<file path="src/common/isc_map.svh">
// Register offsets, field positions, mode codes and reset values of the I2C slave port
`ifndef ISC_MAP_SVH
`define ISC_MAP_SVH

// Register offsets on the plain register port
`define ISC_OFF_CTRL      3'h0
`define ISC_OFF_BUF       3'h1
`define ISC_OFF_ADDR      3'h2
`define ISC_OFF_ADDR_HI   3'h3
`define ISC_OFF_INT_STAT  3'h4
`define ISC_OFF_INT_MASK  3'h5
`define ISC_OFF_STATUS    3'h6

// Control register fields
`define ISC_BIT_WRITE_COLLISION_FLAG      7
`define ISC_BIT_OVF       6
`define ISC_BIT_EN        5
`define ISC_BIT_CKP       4
`define ISC_MODE_HI       3

// Mode field codes
`define ISC_MODE_SL7      4'h6
`define ISC_MODE_SL10     4'h7
`define ISC_MODE_MSKLD    4'h9
`define ISC_MODE_FWM      4'hb
`define ISC_MODE_SL7_SP   4'he
`define ISC_MODE_SL10_SP  4'hf

// Interrupt status and mask bits
`define ISC_INT_BYTE      0
`define ISC_INT_START     1
`define ISC_INT_STOP      2

// Reset values
`define ISC_CTRL_RST      8'h00
`define ISC_ADDR_RST      8'h00
`define ISC_MASK_RST      8'hff

// Ten-bit address header pattern and bit count of a byte
`define ISC_TEN_HDR       5'h1e
`define ISC_BYTE_BITS     4'h8
`define ISC_TX_LAST       3'h7

`endif

</file>
<file path="src/common/isc_pkg.sv">
// Types shared by the I2C slave port control logic
package isc_pkg;

    // Bus-side phase of the slave engine
    typedef enum logic [2:0] {
        ST_IDLE  = 3'b000,
        ST_ADDR  = 3'b001,
        ST_ADDR2 = 3'b010,
        ST_ACK   = 3'b011,
        ST_RX    = 3'b100,
        ST_HOLD  = 3'b101,
        ST_TX    = 3'b110,
        ST_TACK  = 3'b111
    } isc_state_t;

    // One bit per bus line, used for levels and for output enables
    typedef struct packed {
        logic scl;
        logic sda;
    } isc_line_t;

    // Whole state of the control block
    typedef struct packed {
        isc_state_t state;
        logic [7:0] ctrl;
        logic [7:0] sbuf;
        logic       bf;
        logic [7:0] saddr;
        logic [1:0] saddr_hi;
        logic [7:0] amask;
        logic [2:0] istat;
        logic [2:0] imask;
        logic [7:0] shift;
        logic [3:0] cnt;
        logic       rw;
        logic       addr2;
        logic       ten_ok;
        isc_line_t  oe;
        isc_line_t  last;
        logic [7:0] rdata;
    } isc_st_t;

endpackage : isc_pkg

</file>
<file path="src/core/isc_sync.sv">
// Multi-stage synchroniser for levels entering the system clock domain
`timescale 1ns/1ns
module isc_sync #(
    parameter int WIDTH  = 2,
    parameter int STAGES = 2
) (
    input  wire logic             sys_clk_in,
    input  wire logic             rst_in,
    input  wire logic [WIDTH-1:0] d_in,
    output logic      [WIDTH-1:0] q_out
);

    // Fewer than two stages would leave metastability exposed
    if (STAGES < 2 || WIDTH < 1) begin : g_bad
        $error("isc_sync needs at least two stages and one bit");
    end

    logic [STAGES-1:0][WIDTH-1:0] pipe_r;   // Stage 0 is read only by stage 1

    // Shift chain; idle bus lines are high, so reset to ones
    always_ff @(posedge sys_clk_in) begin
        if (rst_in) begin
            pipe_r <= '1;
        end else begin
            pipe_r <= {pipe_r[STAGES-2:0], d_in};
        end
    end

    assign q_out = pipe_r[STAGES-1];

endmodule : isc_sync

</file>
<file path="src/core/isc_ctrl.sv">
// I2C slave port control: control register, clock stretch, flags and slave engine
//
// The implementer's own choices: the placing of the registers and the plain strobed port.
`timescale 1ns/1ns
`include "isc_map.svh"

module isc_ctrl
    import isc_pkg::*;
(
    input  wire logic       sys_clk_in,
    input  wire logic       rst_in,
    input  wire logic [2:0] addr_in,
    input  wire logic [7:0] wdata_in,
    input  wire logic       wr_in,
    input  wire logic       rd_in,
    output logic      [7:0] rdata_out,
    output logic            irq_out,
    input  wire isc_line_t  line_in,
    output isc_line_t       line_out,
    output isc_line_t       line_oe_out,
    output logic            pins_owned_out
);

    isc_st_t    st_r;        // Registered state
    isc_st_t    st_nxt;      // Next state
    isc_line_t  ln;          // Synchronised bus lines
    logic [3:0] mode;        // Mode field
    logic       sl7;         // Seven-bit slave mode
    logic       sl10;        // Ten-bit slave mode
    logic       sp_irq;      // Start/Stop interrupts wanted
    logic       slave_on;    // Slave engine serves the bus
    logic       mskld;       // Address location maps to mask
    logic       scl_rise;    // SCL rising edge
    logic       scl_fall;    // SCL falling edge
    logic       start_det;   // SDA falls while SCL high
    logic       stop_det;    // SDA rises while SCL high
    logic       match7;      // Masked seven-bit match of shift
    logic       match_lo;    // Masked low-byte match of shift
    logic       hdr_ok;      // Ten-bit header names this slave

    ////////////////////////////////////////////////////////////////////////////////
    // Pin synchroniser

    // Both lines come from the far master, so two flops before any logic
    isc_sync #(
        .WIDTH  (2),
        .STAGES (2)
    ) u_sync (
        .sys_clk_in (sys_clk_in),
        .rst_in     (rst_in),
        .d_in       (line_in),
        .q_out      (ln)
    );

    ////////////////////////////////////////////////////////////////////////////////
    // Decodes

    // Mode decode; any code not listed leaves the engine idle
    assign mode     = st_r.ctrl[`ISC_MODE_HI:0];
    assign sl7      = (mode == `ISC_MODE_SL7)  || (mode == `ISC_MODE_SL7_SP);
    assign sl10     = (mode == `ISC_MODE_SL10) || (mode == `ISC_MODE_SL10_SP);
    assign sp_irq   = (mode == `ISC_MODE_SL7_SP) || (mode == `ISC_MODE_SL10_SP);
    assign slave_on = st_r.ctrl[`ISC_BIT_EN] && (sl7 || sl10);
    assign mskld    = (mode == `ISC_MODE_MSKLD);

    // Edges from the synchronised level and its one-cycle-old copy
    assign scl_rise  = ln.scl & ~st_r.last.scl;
    assign scl_fall  = ~ln.scl & st_r.last.scl;
    assign start_det = ln.scl & st_r.last.scl & ~ln.sda & st_r.last.sda;
    assign stop_det  = ln.scl & st_r.last.scl & ln.sda & ~st_r.last.sda;

    // Address compares; a clear mask bit makes that bit a don't-care in match7 and match_lo, hdr_ok compares unmasked
    assign match7   = (((st_r.shift[7:1] ^ st_r.saddr[7:1]) & st_r.amask[7:1]) == 7'h00);
    assign match_lo = (((st_r.shift ^ st_r.saddr) & st_r.amask) == 8'h00);
    assign hdr_ok   = (st_r.shift[7:3] == `ISC_TEN_HDR) && (st_r.shift[2:1] == st_r.saddr_hi);

    ////////////////////////////////////////////////////////////////////////////////
    // Next-state logic

    // Software access first, hardware events after so that a hardware update wins over a software one
    always_comb begin
        st_nxt       = st_r;
        st_nxt.rdata = 8'h00;
        st_nxt.last  = ln;

        // Register writes
        if (wr_in) begin
            case (addr_in)
                `ISC_OFF_CTRL: begin
                    st_nxt.ctrl = wdata_in;
                end
                `ISC_OFF_BUF: begin
                    if (st_r.state == ST_TX) begin
                        st_nxt.ctrl[`ISC_BIT_WRITE_COLLISION_FLAG] = 1'b1;   // Write dropped
                    end else begin
                        st_nxt.sbuf = wdata_in;
                        st_nxt.bf   = 1'b1;
                    end
                end
                `ISC_OFF_ADDR: begin
                    if (mskld) begin
                        st_nxt.amask = wdata_in;
                    end else begin
                        st_nxt.saddr = wdata_in;
                    end
                end
                `ISC_OFF_ADDR_HI:  st_nxt.saddr_hi = wdata_in[1:0];
                `ISC_OFF_INT_STAT: st_nxt.istat    = st_r.istat & ~wdata_in[2:0];
                `ISC_OFF_INT_MASK: st_nxt.imask    = wdata_in[2:0];
                default: ;
            endcase
        end

        // Register reads; data stand in the next cycle only
        if (rd_in) begin
            case (addr_in)
                `ISC_OFF_CTRL: st_nxt.rdata = st_r.ctrl;
                `ISC_OFF_BUF: begin
                    st_nxt.rdata = st_r.sbuf;
                    st_nxt.bf    = 1'b0;                     // Reading empties it
                end
                `ISC_OFF_ADDR:     st_nxt.rdata = mskld ? st_r.amask : st_r.saddr;
                `ISC_OFF_ADDR_HI:  st_nxt.rdata = {6'h00, st_r.saddr_hi};
                `ISC_OFF_INT_STAT: st_nxt.rdata = {5'h00, st_r.istat};
                `ISC_OFF_INT_MASK: st_nxt.rdata = {5'h00, st_r.imask};
                `ISC_OFF_STATUS:   st_nxt.rdata = {3'h0, st_r.bf, st_r.rw, st_r.state};
                default:           st_nxt.rdata = 8'h00;
            endcase
        end

        // Slave engine
        if (!slave_on) begin
            // Disabled, master-idle, mask-load or reserved: let go of both lines
            st_nxt.state  = ST_IDLE;
            st_nxt.oe     = '0;
            st_nxt.ten_ok = 1'b0;
        end else if (start_det) begin
            // Start or repeated start always restarts address reception
            st_nxt.state = ST_ADDR;
            st_nxt.cnt   = 4'h0;
            st_nxt.oe    = '0;
            if (sp_irq) begin
                st_nxt.istat[`ISC_INT_START] = 1'b1;
            end
        end else if (stop_det) begin
            st_nxt.state  = ST_IDLE;
            st_nxt.oe     = '0;
            st_nxt.ten_ok = 1'b0;
            if (sp_irq) begin
                st_nxt.istat[`ISC_INT_STOP] = 1'b1;
            end
        end else begin
            case (st_r.state)
                ST_ADDR, ST_ADDR2, ST_RX: begin
                    // Shift in on rising SCL, judge after the eighth falling edge
                    if (scl_rise) begin
                        st_nxt.shift = {st_r.shift[6:0], ln.sda};
                        st_nxt.cnt   = st_r.cnt + 4'h1;
                    end else if (scl_fall && st_r.cnt == `ISC_BYTE_BITS) begin
                        st_nxt.cnt   = 4'h0;
                        st_nxt.state = ST_IDLE;              // Not for us unless acked below
                        st_nxt.addr2 = 1'b0;
                        if (st_r.state == ST_ADDR) begin
                            st_nxt.rw = st_r.shift[0];
                            if (sl7 && match7) begin
                                st_nxt.state  = ST_ACK;
                                st_nxt.oe.sda = 1'b1;
                            end else if (sl10 && hdr_ok && (!st_r.shift[0] || st_r.ten_ok)) begin
                                st_nxt.state  = ST_ACK;
                                st_nxt.oe.sda = 1'b1;
                                st_nxt.addr2  = ~st_r.shift[0];
                            end
                        end else if (st_r.state == ST_ADDR2) begin
                            if (match_lo) begin
                                st_nxt.state  = ST_ACK;
                                st_nxt.oe.sda = 1'b1;
                                st_nxt.ten_ok = 1'b1;
                            end
                        end else if (st_r.bf) begin
                            // Unread byte still held: flag it and stop answering
                            st_nxt.ctrl[`ISC_BIT_OVF] = 1'b1;
                        end else begin
                            st_nxt.sbuf   = st_r.shift;
                            st_nxt.bf     = 1'b1;
                            st_nxt.state  = ST_ACK;
                            st_nxt.oe.sda = 1'b1;
                            st_nxt.istat[`ISC_INT_BYTE] = 1'b1;
                        end
                    end
                end
                ST_ACK: begin
                    // Acknowledge lasts one SCL low-high-low
                    if (scl_fall) begin
                        st_nxt.oe.sda = 1'b0;
                        if (st_r.addr2) begin
                            st_nxt.state = ST_ADDR2;
                        end else if (st_r.rw) begin
                            st_nxt.state  = ST_HOLD;         // Stretch after read match
                            st_nxt.oe.scl = 1'b1;
                            st_nxt.ctrl[`ISC_BIT_CKP] = 1'b0;
                            st_nxt.istat[`ISC_INT_BYTE] = 1'b1;
                        end else begin
                            st_nxt.state = ST_RX;
                        end
                    end
                end
                ST_HOLD: begin
                    // SCL stays low until software sets the hold bit
                    if (st_r.ctrl[`ISC_BIT_CKP]) begin
                        st_nxt.state  = ST_TX;
                        st_nxt.shift  = st_r.sbuf;
                        st_nxt.bf     = 1'b0;
                        st_nxt.cnt    = 4'h0;
                        st_nxt.oe.scl = 1'b0;
                        st_nxt.oe.sda = ~st_r.sbuf[7];
                    end
                end
                ST_TX: begin
                    // Next bit after each falling edge, release after the eighth
                    if (scl_fall) begin
                        st_nxt.cnt = st_r.cnt + 4'h1;
                        if (st_r.cnt[2:0] == `ISC_TX_LAST) begin
                            st_nxt.state  = ST_TACK;
                            st_nxt.oe.sda = 1'b0;
                        end else begin
                            st_nxt.shift  = {st_r.shift[6:0], 1'b0};
                            st_nxt.oe.sda = ~st_r.shift[6];
                        end
                    end
                end
                ST_TACK: begin
                    // Master ack keeps the read going, a nack ends it
                    if (scl_rise) begin
                        st_nxt.rw = ~ln.sda;
                    end else if (scl_fall) begin
                        if (st_r.rw) begin
                            st_nxt.state  = ST_HOLD;
                            st_nxt.oe.scl = 1'b1;
                            st_nxt.ctrl[`ISC_BIT_CKP] = 1'b0;
                            st_nxt.istat[`ISC_INT_BYTE] = 1'b1;
                        end else begin
                            st_nxt.state = ST_IDLE;
                        end
                    end
                end
                default: st_nxt.state = ST_IDLE;
            endcase
        end
    end

    ////////////////////////////////////////////////////////////////////////////////
    // State register

    // Synchronous reset to documented values; mask compares all bits
    always_ff @(posedge sys_clk_in) begin
        if (rst_in) begin
            st_r       <= '0;
            st_r.ctrl  <= `ISC_CTRL_RST;
            st_r.saddr <= `ISC_ADDR_RST;
            st_r.amask <= `ISC_MASK_RST;
            st_r.last  <= '1;
        end else begin
            st_r <= st_nxt;
        end
    end

    // Open-drain: only ever pull low; enables are registered
    assign line_out       = '0;
    assign line_oe_out    = st_r.oe;
    assign pins_owned_out = st_r.ctrl[`ISC_BIT_EN];
    assign rdata_out      = st_r.rdata;
    assign irq_out        = |(st_r.istat & st_r.imask);
endmodule : isc_ctrl

</file>
<file path="config.mk">
export PLATFORM = sky130hd
export DESIGN_NAME = isc_ctrl
export DESIGN_NICKNAME = d
export VERILOG_FILES = /design/src/common/isc_pkg.sv /design/src/core/isc_sync.sv /design/src/core/isc_ctrl.sv
export VERILOG_INCLUDE_DIRS = /design/src /design/src/common
export SDC_FILE = /design/constraint.sdc
export NUM_CORES = 1
export LEC_CHECK = 0
export ABC_AREA = 1
export BUFFER_PORTS_ARGS = -buffer_cell sky130_fd_sc_hd__buf_2
export CELL_PAD_IN_SITES_DETAIL_PLACEMENT = 1
export CELL_PAD_IN_SITES_GLOBAL_PLACEMENT = 2
export CORE_MARGIN = 1
export CORE_UTILIZATION = 37
export CTS_CLUSTER_SIZE = 20
export DETAILED_ROUTE_END_ITERATION = 6
export PLACE_DENSITY_LB_ADDON = 0.25
export RECOVER_POWER = 100
export REMOVE_ABC_BUFFERS = 1
export SYNTH_ARGS = -nofsm -noshare
export SYNTH_HDL_FRONTEND = slang
export SYNTH_SLANG_ARGS = --single-unit
</file>
<file path="constraint.sdc">
create_clock -name sys_clk_in -period 5 [get_ports sys_clk_in]
set_input_delay 0.5 -clock sys_clk_in [delete_from_list [all_inputs] [get_ports sys_clk_in]]
set_output_delay 0.5 -clock sys_clk_in [all_outputs]
set_load 0.01 [all_outputs]
</file>
==> impl_metrics.prom <==
# TYPE chip_impl_metric gauge
chip_impl_metric{name="synth_top_cell_area_share",unit="%"} 37.6
chip_impl_metric{name="post-place-cells",unit=""} 704
chip_impl_metric{name="setup_tns",unit="ps"} 0
chip_impl_metric{name="reg2regPathDepth",unit=""} 7
chip_impl_metric{name="detailed_place_hpwl",unit="um"} 10200
chip_impl_metric{name="gp_congestion",unit=""} 0.879
chip_impl_metric{name="postSynthRegisterBits",unit=""} 75
chip_impl_metric{name="post_synth_num_cell_types",unit=""} 47
chip_impl_metric{name="synth-edff-count",unit=""} 0
chip_impl_info{name="whs_endpoint",value="u_sync.pipe_r[0]$_SDFF_PP1_"} 1
chip_impl_info{name="crit-reg2reg-launch",value="st_r[9]$_SDFF_PP1_"} 1
chip_impl_metric{name="static-leakage-power",unit="nW"} 1.78
chip_impl_metric{name="cp.arrival",unit="ps"} 3590
chip_impl_metric{name="number_of_antenna_violations_at_the_first_check_in_global_routing",unit=""} 0
chip_impl_info{name="yosysTopAreaCell",value="sky130_fd_sc_hd__dfxtp_1"} 1
chip_impl_metric{name="total_of_warnings_raised_by_yosys",unit=""} 0
chip_impl_info{name="cp-end-kind",value="flip-flop"} 1
chip_impl_metric{name="core",unit="sq mm"} 0.0104
chip_impl_metric{name="post_placement_worst_setup_slack",unit="ps"} 2650
chip_impl_metric{name="number_of_nets_with_antenna_violations_after_detailed_routing",unit=""} 0
chip_impl_metric{name="dieArea",unit="sq mm"} 0.0112
chip_impl_metric{name="p_per_area",unit="mW/mm^2"} 290
chip_impl_metric{name="drt_first_pass_iters",unit=""} 4
chip_impl_info{name="reg2reg_to",value="st_r[59]$_SDFF_PP0_"} 1
chip_impl_metric{name="drc_errors",unit=""} 0
chip_impl_metric{name="drt_iter0_drc",unit=""} 212
chip_impl_metric{name="clock-skew-final",unit="ps"} 16.0
chip_impl_metric{name="track_usage",unit="%"} 25.7
chip_impl_metric{name="finalNetCount",unit=""} 599
chip_impl_metric{name="clock.fmax",unit="MHz"} 300
chip_impl_metric{name="setup_viol_count_final",unit=""} 0
chip_impl_metric{name="final-max-slew-violation-count",unit=""} 0
chip_impl_metric{name="numPortBuffers",unit=""} 28
chip_impl_info{name="timing.hold.worst.class",value="in2reg"} 1
chip_impl_metric{name="postCtsSetupRepairBufs",unit=""} 0
chip_impl_metric{name="cts_inserted_buffers",unit=""} 9
chip_impl_info{name="setup.worst_path.class",value="in2reg"} 1
chip_impl_metric{name="clk_transition_reported_paths",unit="ps"} 80
chip_impl_metric{name="post_route_cells_drive_above_1_share",unit="%"} 10.3
chip_impl_info{name="hold_start",value="line_in[0]"} 1
chip_impl_metric{name="number_of_buffers_on_the_longest_clock_path",unit=""} 2
chip_impl_metric{name="route.detailed.vias_per_inst",unit=""} 5.61
chip_impl_metric{name="worstSkewPairLatency",unit="ps"} 370
chip_impl_metric{name="period_share",unit="%"} 66.6
chip_impl_metric{name="postCtsResizedCells",unit=""} 0
chip_impl_metric{name="route.final.wire_length",unit="um"} 13800
chip_impl_info{name="grt_setup_unrepaired",value="no"} 1
chip_impl_metric{name="required",unit="ps"} 5260
chip_impl_metric{name="synth_cells",unit=""} 568
chip_impl_metric{name="cts-hold-fix-buffers",unit=""} 0
chip_impl_metric{name="dieHeight",unit="um"} 106
chip_impl_metric{name="grt_remaining_overflow",unit=""} 0
chip_impl_info{name="dominantRegCellSynth",value="sky130_fd_sc_hd__dfxtp_1"} 1
chip_impl_metric{name="hold_viol_final",unit=""} 0
chip_impl_metric{name="antenna_cells_inserted",unit=""} 0
chip_impl_info{name="status",value="complete, no violations"} 1
chip_impl_metric{name="setup_slack",unit="ps"} 1670
chip_impl_metric{name="critical_path.max_fanout",unit=""} 30
chip_impl_metric{name="detailroute.via_count",unit=""} 4040
chip_impl_metric{name="nFillCells",unit=""} 1356
chip_impl_metric{name="post-layout-total-power",unit="W"} 0.00125
chip_impl_metric{name="avgSynthCellArea",unit="sq um"} 7.03
chip_impl_metric{name="synthesis.area",unit="sq mm"} 0.00399
chip_impl_metric{name="regToRegSetupSlack",unit="ps"} 2350
chip_impl_info{name="worst_setup_path_start_kind",value="input port"} 1
chip_impl_info{name="clock_tree_from_tritoncts",value="done"} 1
chip_impl_metric{name="number_of_global_route_vias_before_repair",unit=""} 3977
chip_impl_metric{name="die_width",unit="um"} 106
chip_impl_metric{name="min_period",unit="ps"} 3330
chip_impl_metric{name="row_count",unit=""} 37
chip_impl_metric{name="layout.area.seq",unit="sq mm"} 0.00150
chip_impl_metric{name="area_delta_synth_final",unit="%"} 7.81
chip_impl_metric{name="worstMarginPinSlew",unit="ps"} 1360
chip_impl_metric{name="seq_area_frac_synth",unit="%"} 37.6
chip_impl_metric{name="min_path_cells",unit=""} 2
chip_impl_metric{name="worst_slew_margin_rel",unit="%"} 9.02
chip_impl_metric{name="initial_core_utilization",unit="%"} 38.5
chip_impl_metric{name="io_pins",unit=""} 31
chip_impl_metric{name="maxCapViolations",unit=""} 0
chip_impl_info{name="post_synth_main_area_contributors",value="sky130_fd_sc_hd__dfxtp_1 (38%), sky130_fd_sc_hd__nand2_1 (9.1%), sky130_fd_sc_hd__a21oi_1 (6.4%), sky130_fd_sc_hd__nand3_1 (5.8%), sky130_fd_sc_hd__inv_1 (5.5%)"} 1
chip_impl_metric{name="grt_start_max_net_pins",unit=""} 31
chip_impl_metric{name="grt_pass1_wl",unit="um"} 21700
chip_impl_metric{name="clock_sinks",unit=""} 75
chip_impl_metric{name="clock_tree.htree_level_count",unit=""} 3
chip_impl_info{name="cp-startpoint",value="rst_in"} 1
chip_impl_metric{name="finalNonFillerCells",unit=""} 720
chip_impl_metric{name="worst_ir_drop_vdd",unit="mV"} 0.139
chip_impl_info{name="cts.root.buffer_cell",value="sky130_fd_sc_hd__clkbuf_8"} 1
chip_impl_metric{name="synth_async_sr_flop_share",unit="%"} 0
chip_impl_metric{name="multiInputGateArea",unit="sq mm"} 0.00199
chip_impl_metric{name="wl_per_cell",unit="um"} 19.1
[placed cells by master (no fill, tap or decap), types with 3 or more instances in the layout]
cell                        n
sky130_fd_sc_hd__nand3_1   48
sky130_fd_sc_hd__dfxtp_1   75
sky130_fd_sc_hd__inv_1     61
sky130_fd_sc_hd__a21oi_1   51
sky130_fd_sc_hd__a31oi_1    6
sky130_fd_sc_hd__o211ai_1   5
sky130_fd_sc_hd__a211oi_1   6
sky130_fd_sc_hd__nor3_1     4
sky130_fd_sc_hd__o21a_1     5
sky130_fd_sc_hd__nand2_1   97
sky130_fd_sc_hd__o21ai_1    6
sky130_fd_sc_hd__o22ai_1   12
sky130_fd_sc_hd__buf_2     14
sky130_fd_sc_hd__ha_1       3
sky130_fd_sc_hd__clkbuf_8  11
sky130_fd_sc_hd__or2_2      6
sky130_fd_sc_hd__a221oi_1   4
sky130_fd_sc_hd__nand4_1   10
sky130_fd_sc_hd__nor4_1     4
sky130_fd_sc_hd__o21ai_0   47
sky130_fd_sc_hd__inv_2     13
sky130_fd_sc_hd__clkbuf_1  16
sky130_fd_sc_hd__nor2_1    48
[cell families after synthesis]
kind of cell    share of synthesized area, %
simple gates                            26.6
compound gates                          22.8
buf+inv                                 11.5
flops                                   37.6
fa+ha+maj                              0.941
other cells                           0.0940
xor+xnor                               0.219
mux                                    0.251
[how the worst max path moves through the flow]
stage                                    to  slack, ps  cells past startpoint
detailed placement  rdata_out[2]$_SDFF_PP0_       2650                      5
floorplan             st_r[26]$_SDFFE_PP0P_       3400                      9
finish              rdata_out[2]$_SDFF_PP0_       1670                      5
global placement    rdata_out[2]$_SDFF_PP0_       2690                      5
global route        rdata_out[2]$_SDFF_PP0_       1380                      5
CTS                   st_r[26]$_SDFFE_PP0P_       2880                      9
[layout make-up]
class / instances / share of cell area, %
clock buffer: 12 / 3.61
clock inverter: 4 / 1.69
inverter: 76 / 6.63
multi-input combinational: 388 / 46.3
sequential: 75 / 34.9
tap: 136 / 3.95
timing repair buffer: 29 / 2.94
[where the power goes]
group / internal [W] / leakage [nW] / switching [W]
combinational: 0.0000235 / 1.06 / 0.0000641
sequential: 0.000607 / 0.608 / 0.00000639
clock: 0.000308 / 0.113 / 0.000241
[cells in the mapped netlist, drive strengths merged, types with 5 or more instances]
cell type  number
nand2          99
a31oi           6
clkbuf         10
a211oi          7
dfxtp          75
or2             6
nand3          50
inv            75
nor3            7
o21ai          53
a21oi          51
nand4          10
nor2           51
o21a            5
buf            20
o211ai          5
o22ai          12
[routing by layer]
metal,part of all wire (%),vias to the layer above,track usage (%)
li1,-,1939,-
met1,47,1941,34.5
met2,46,133,41.1
met3,4.9,27,3.77
met4,2.8,0,10.9
met5,0,-,0
[stage by stage]
stage                     util (%)  cell area, sq um  hold WS (ps)
after floorplan                  -              3820           389
after global placement        39.9              4140           393
after detailed placement      39.9              4140           397
after CTS                     42.1              4370           310
after global routing          41.5              4300           316
final                         41.5              4300           321
[critical path: stages]
cell,delay (ps)
sky130_fd_sc_hd__clkbuf_1,520
sky130_fd_sc_hd__inv_1,550
sky130_fd_sc_hd__clkbuf_1,1030
sky130_fd_sc_hd__nand2_1,580
sky130_fd_sc_hd__a41oi_1,400
[registers in the layout, summed over array words and instances, names as in the netlist]
register / flops
u_sync.q_out: 2
rdata_out: 8
u_sync.pipe_r: 2
line_oe_out: 2
pins_owned_out: 1
st_r: 56
mode: 4
Power figures use the tool's default switching activity.
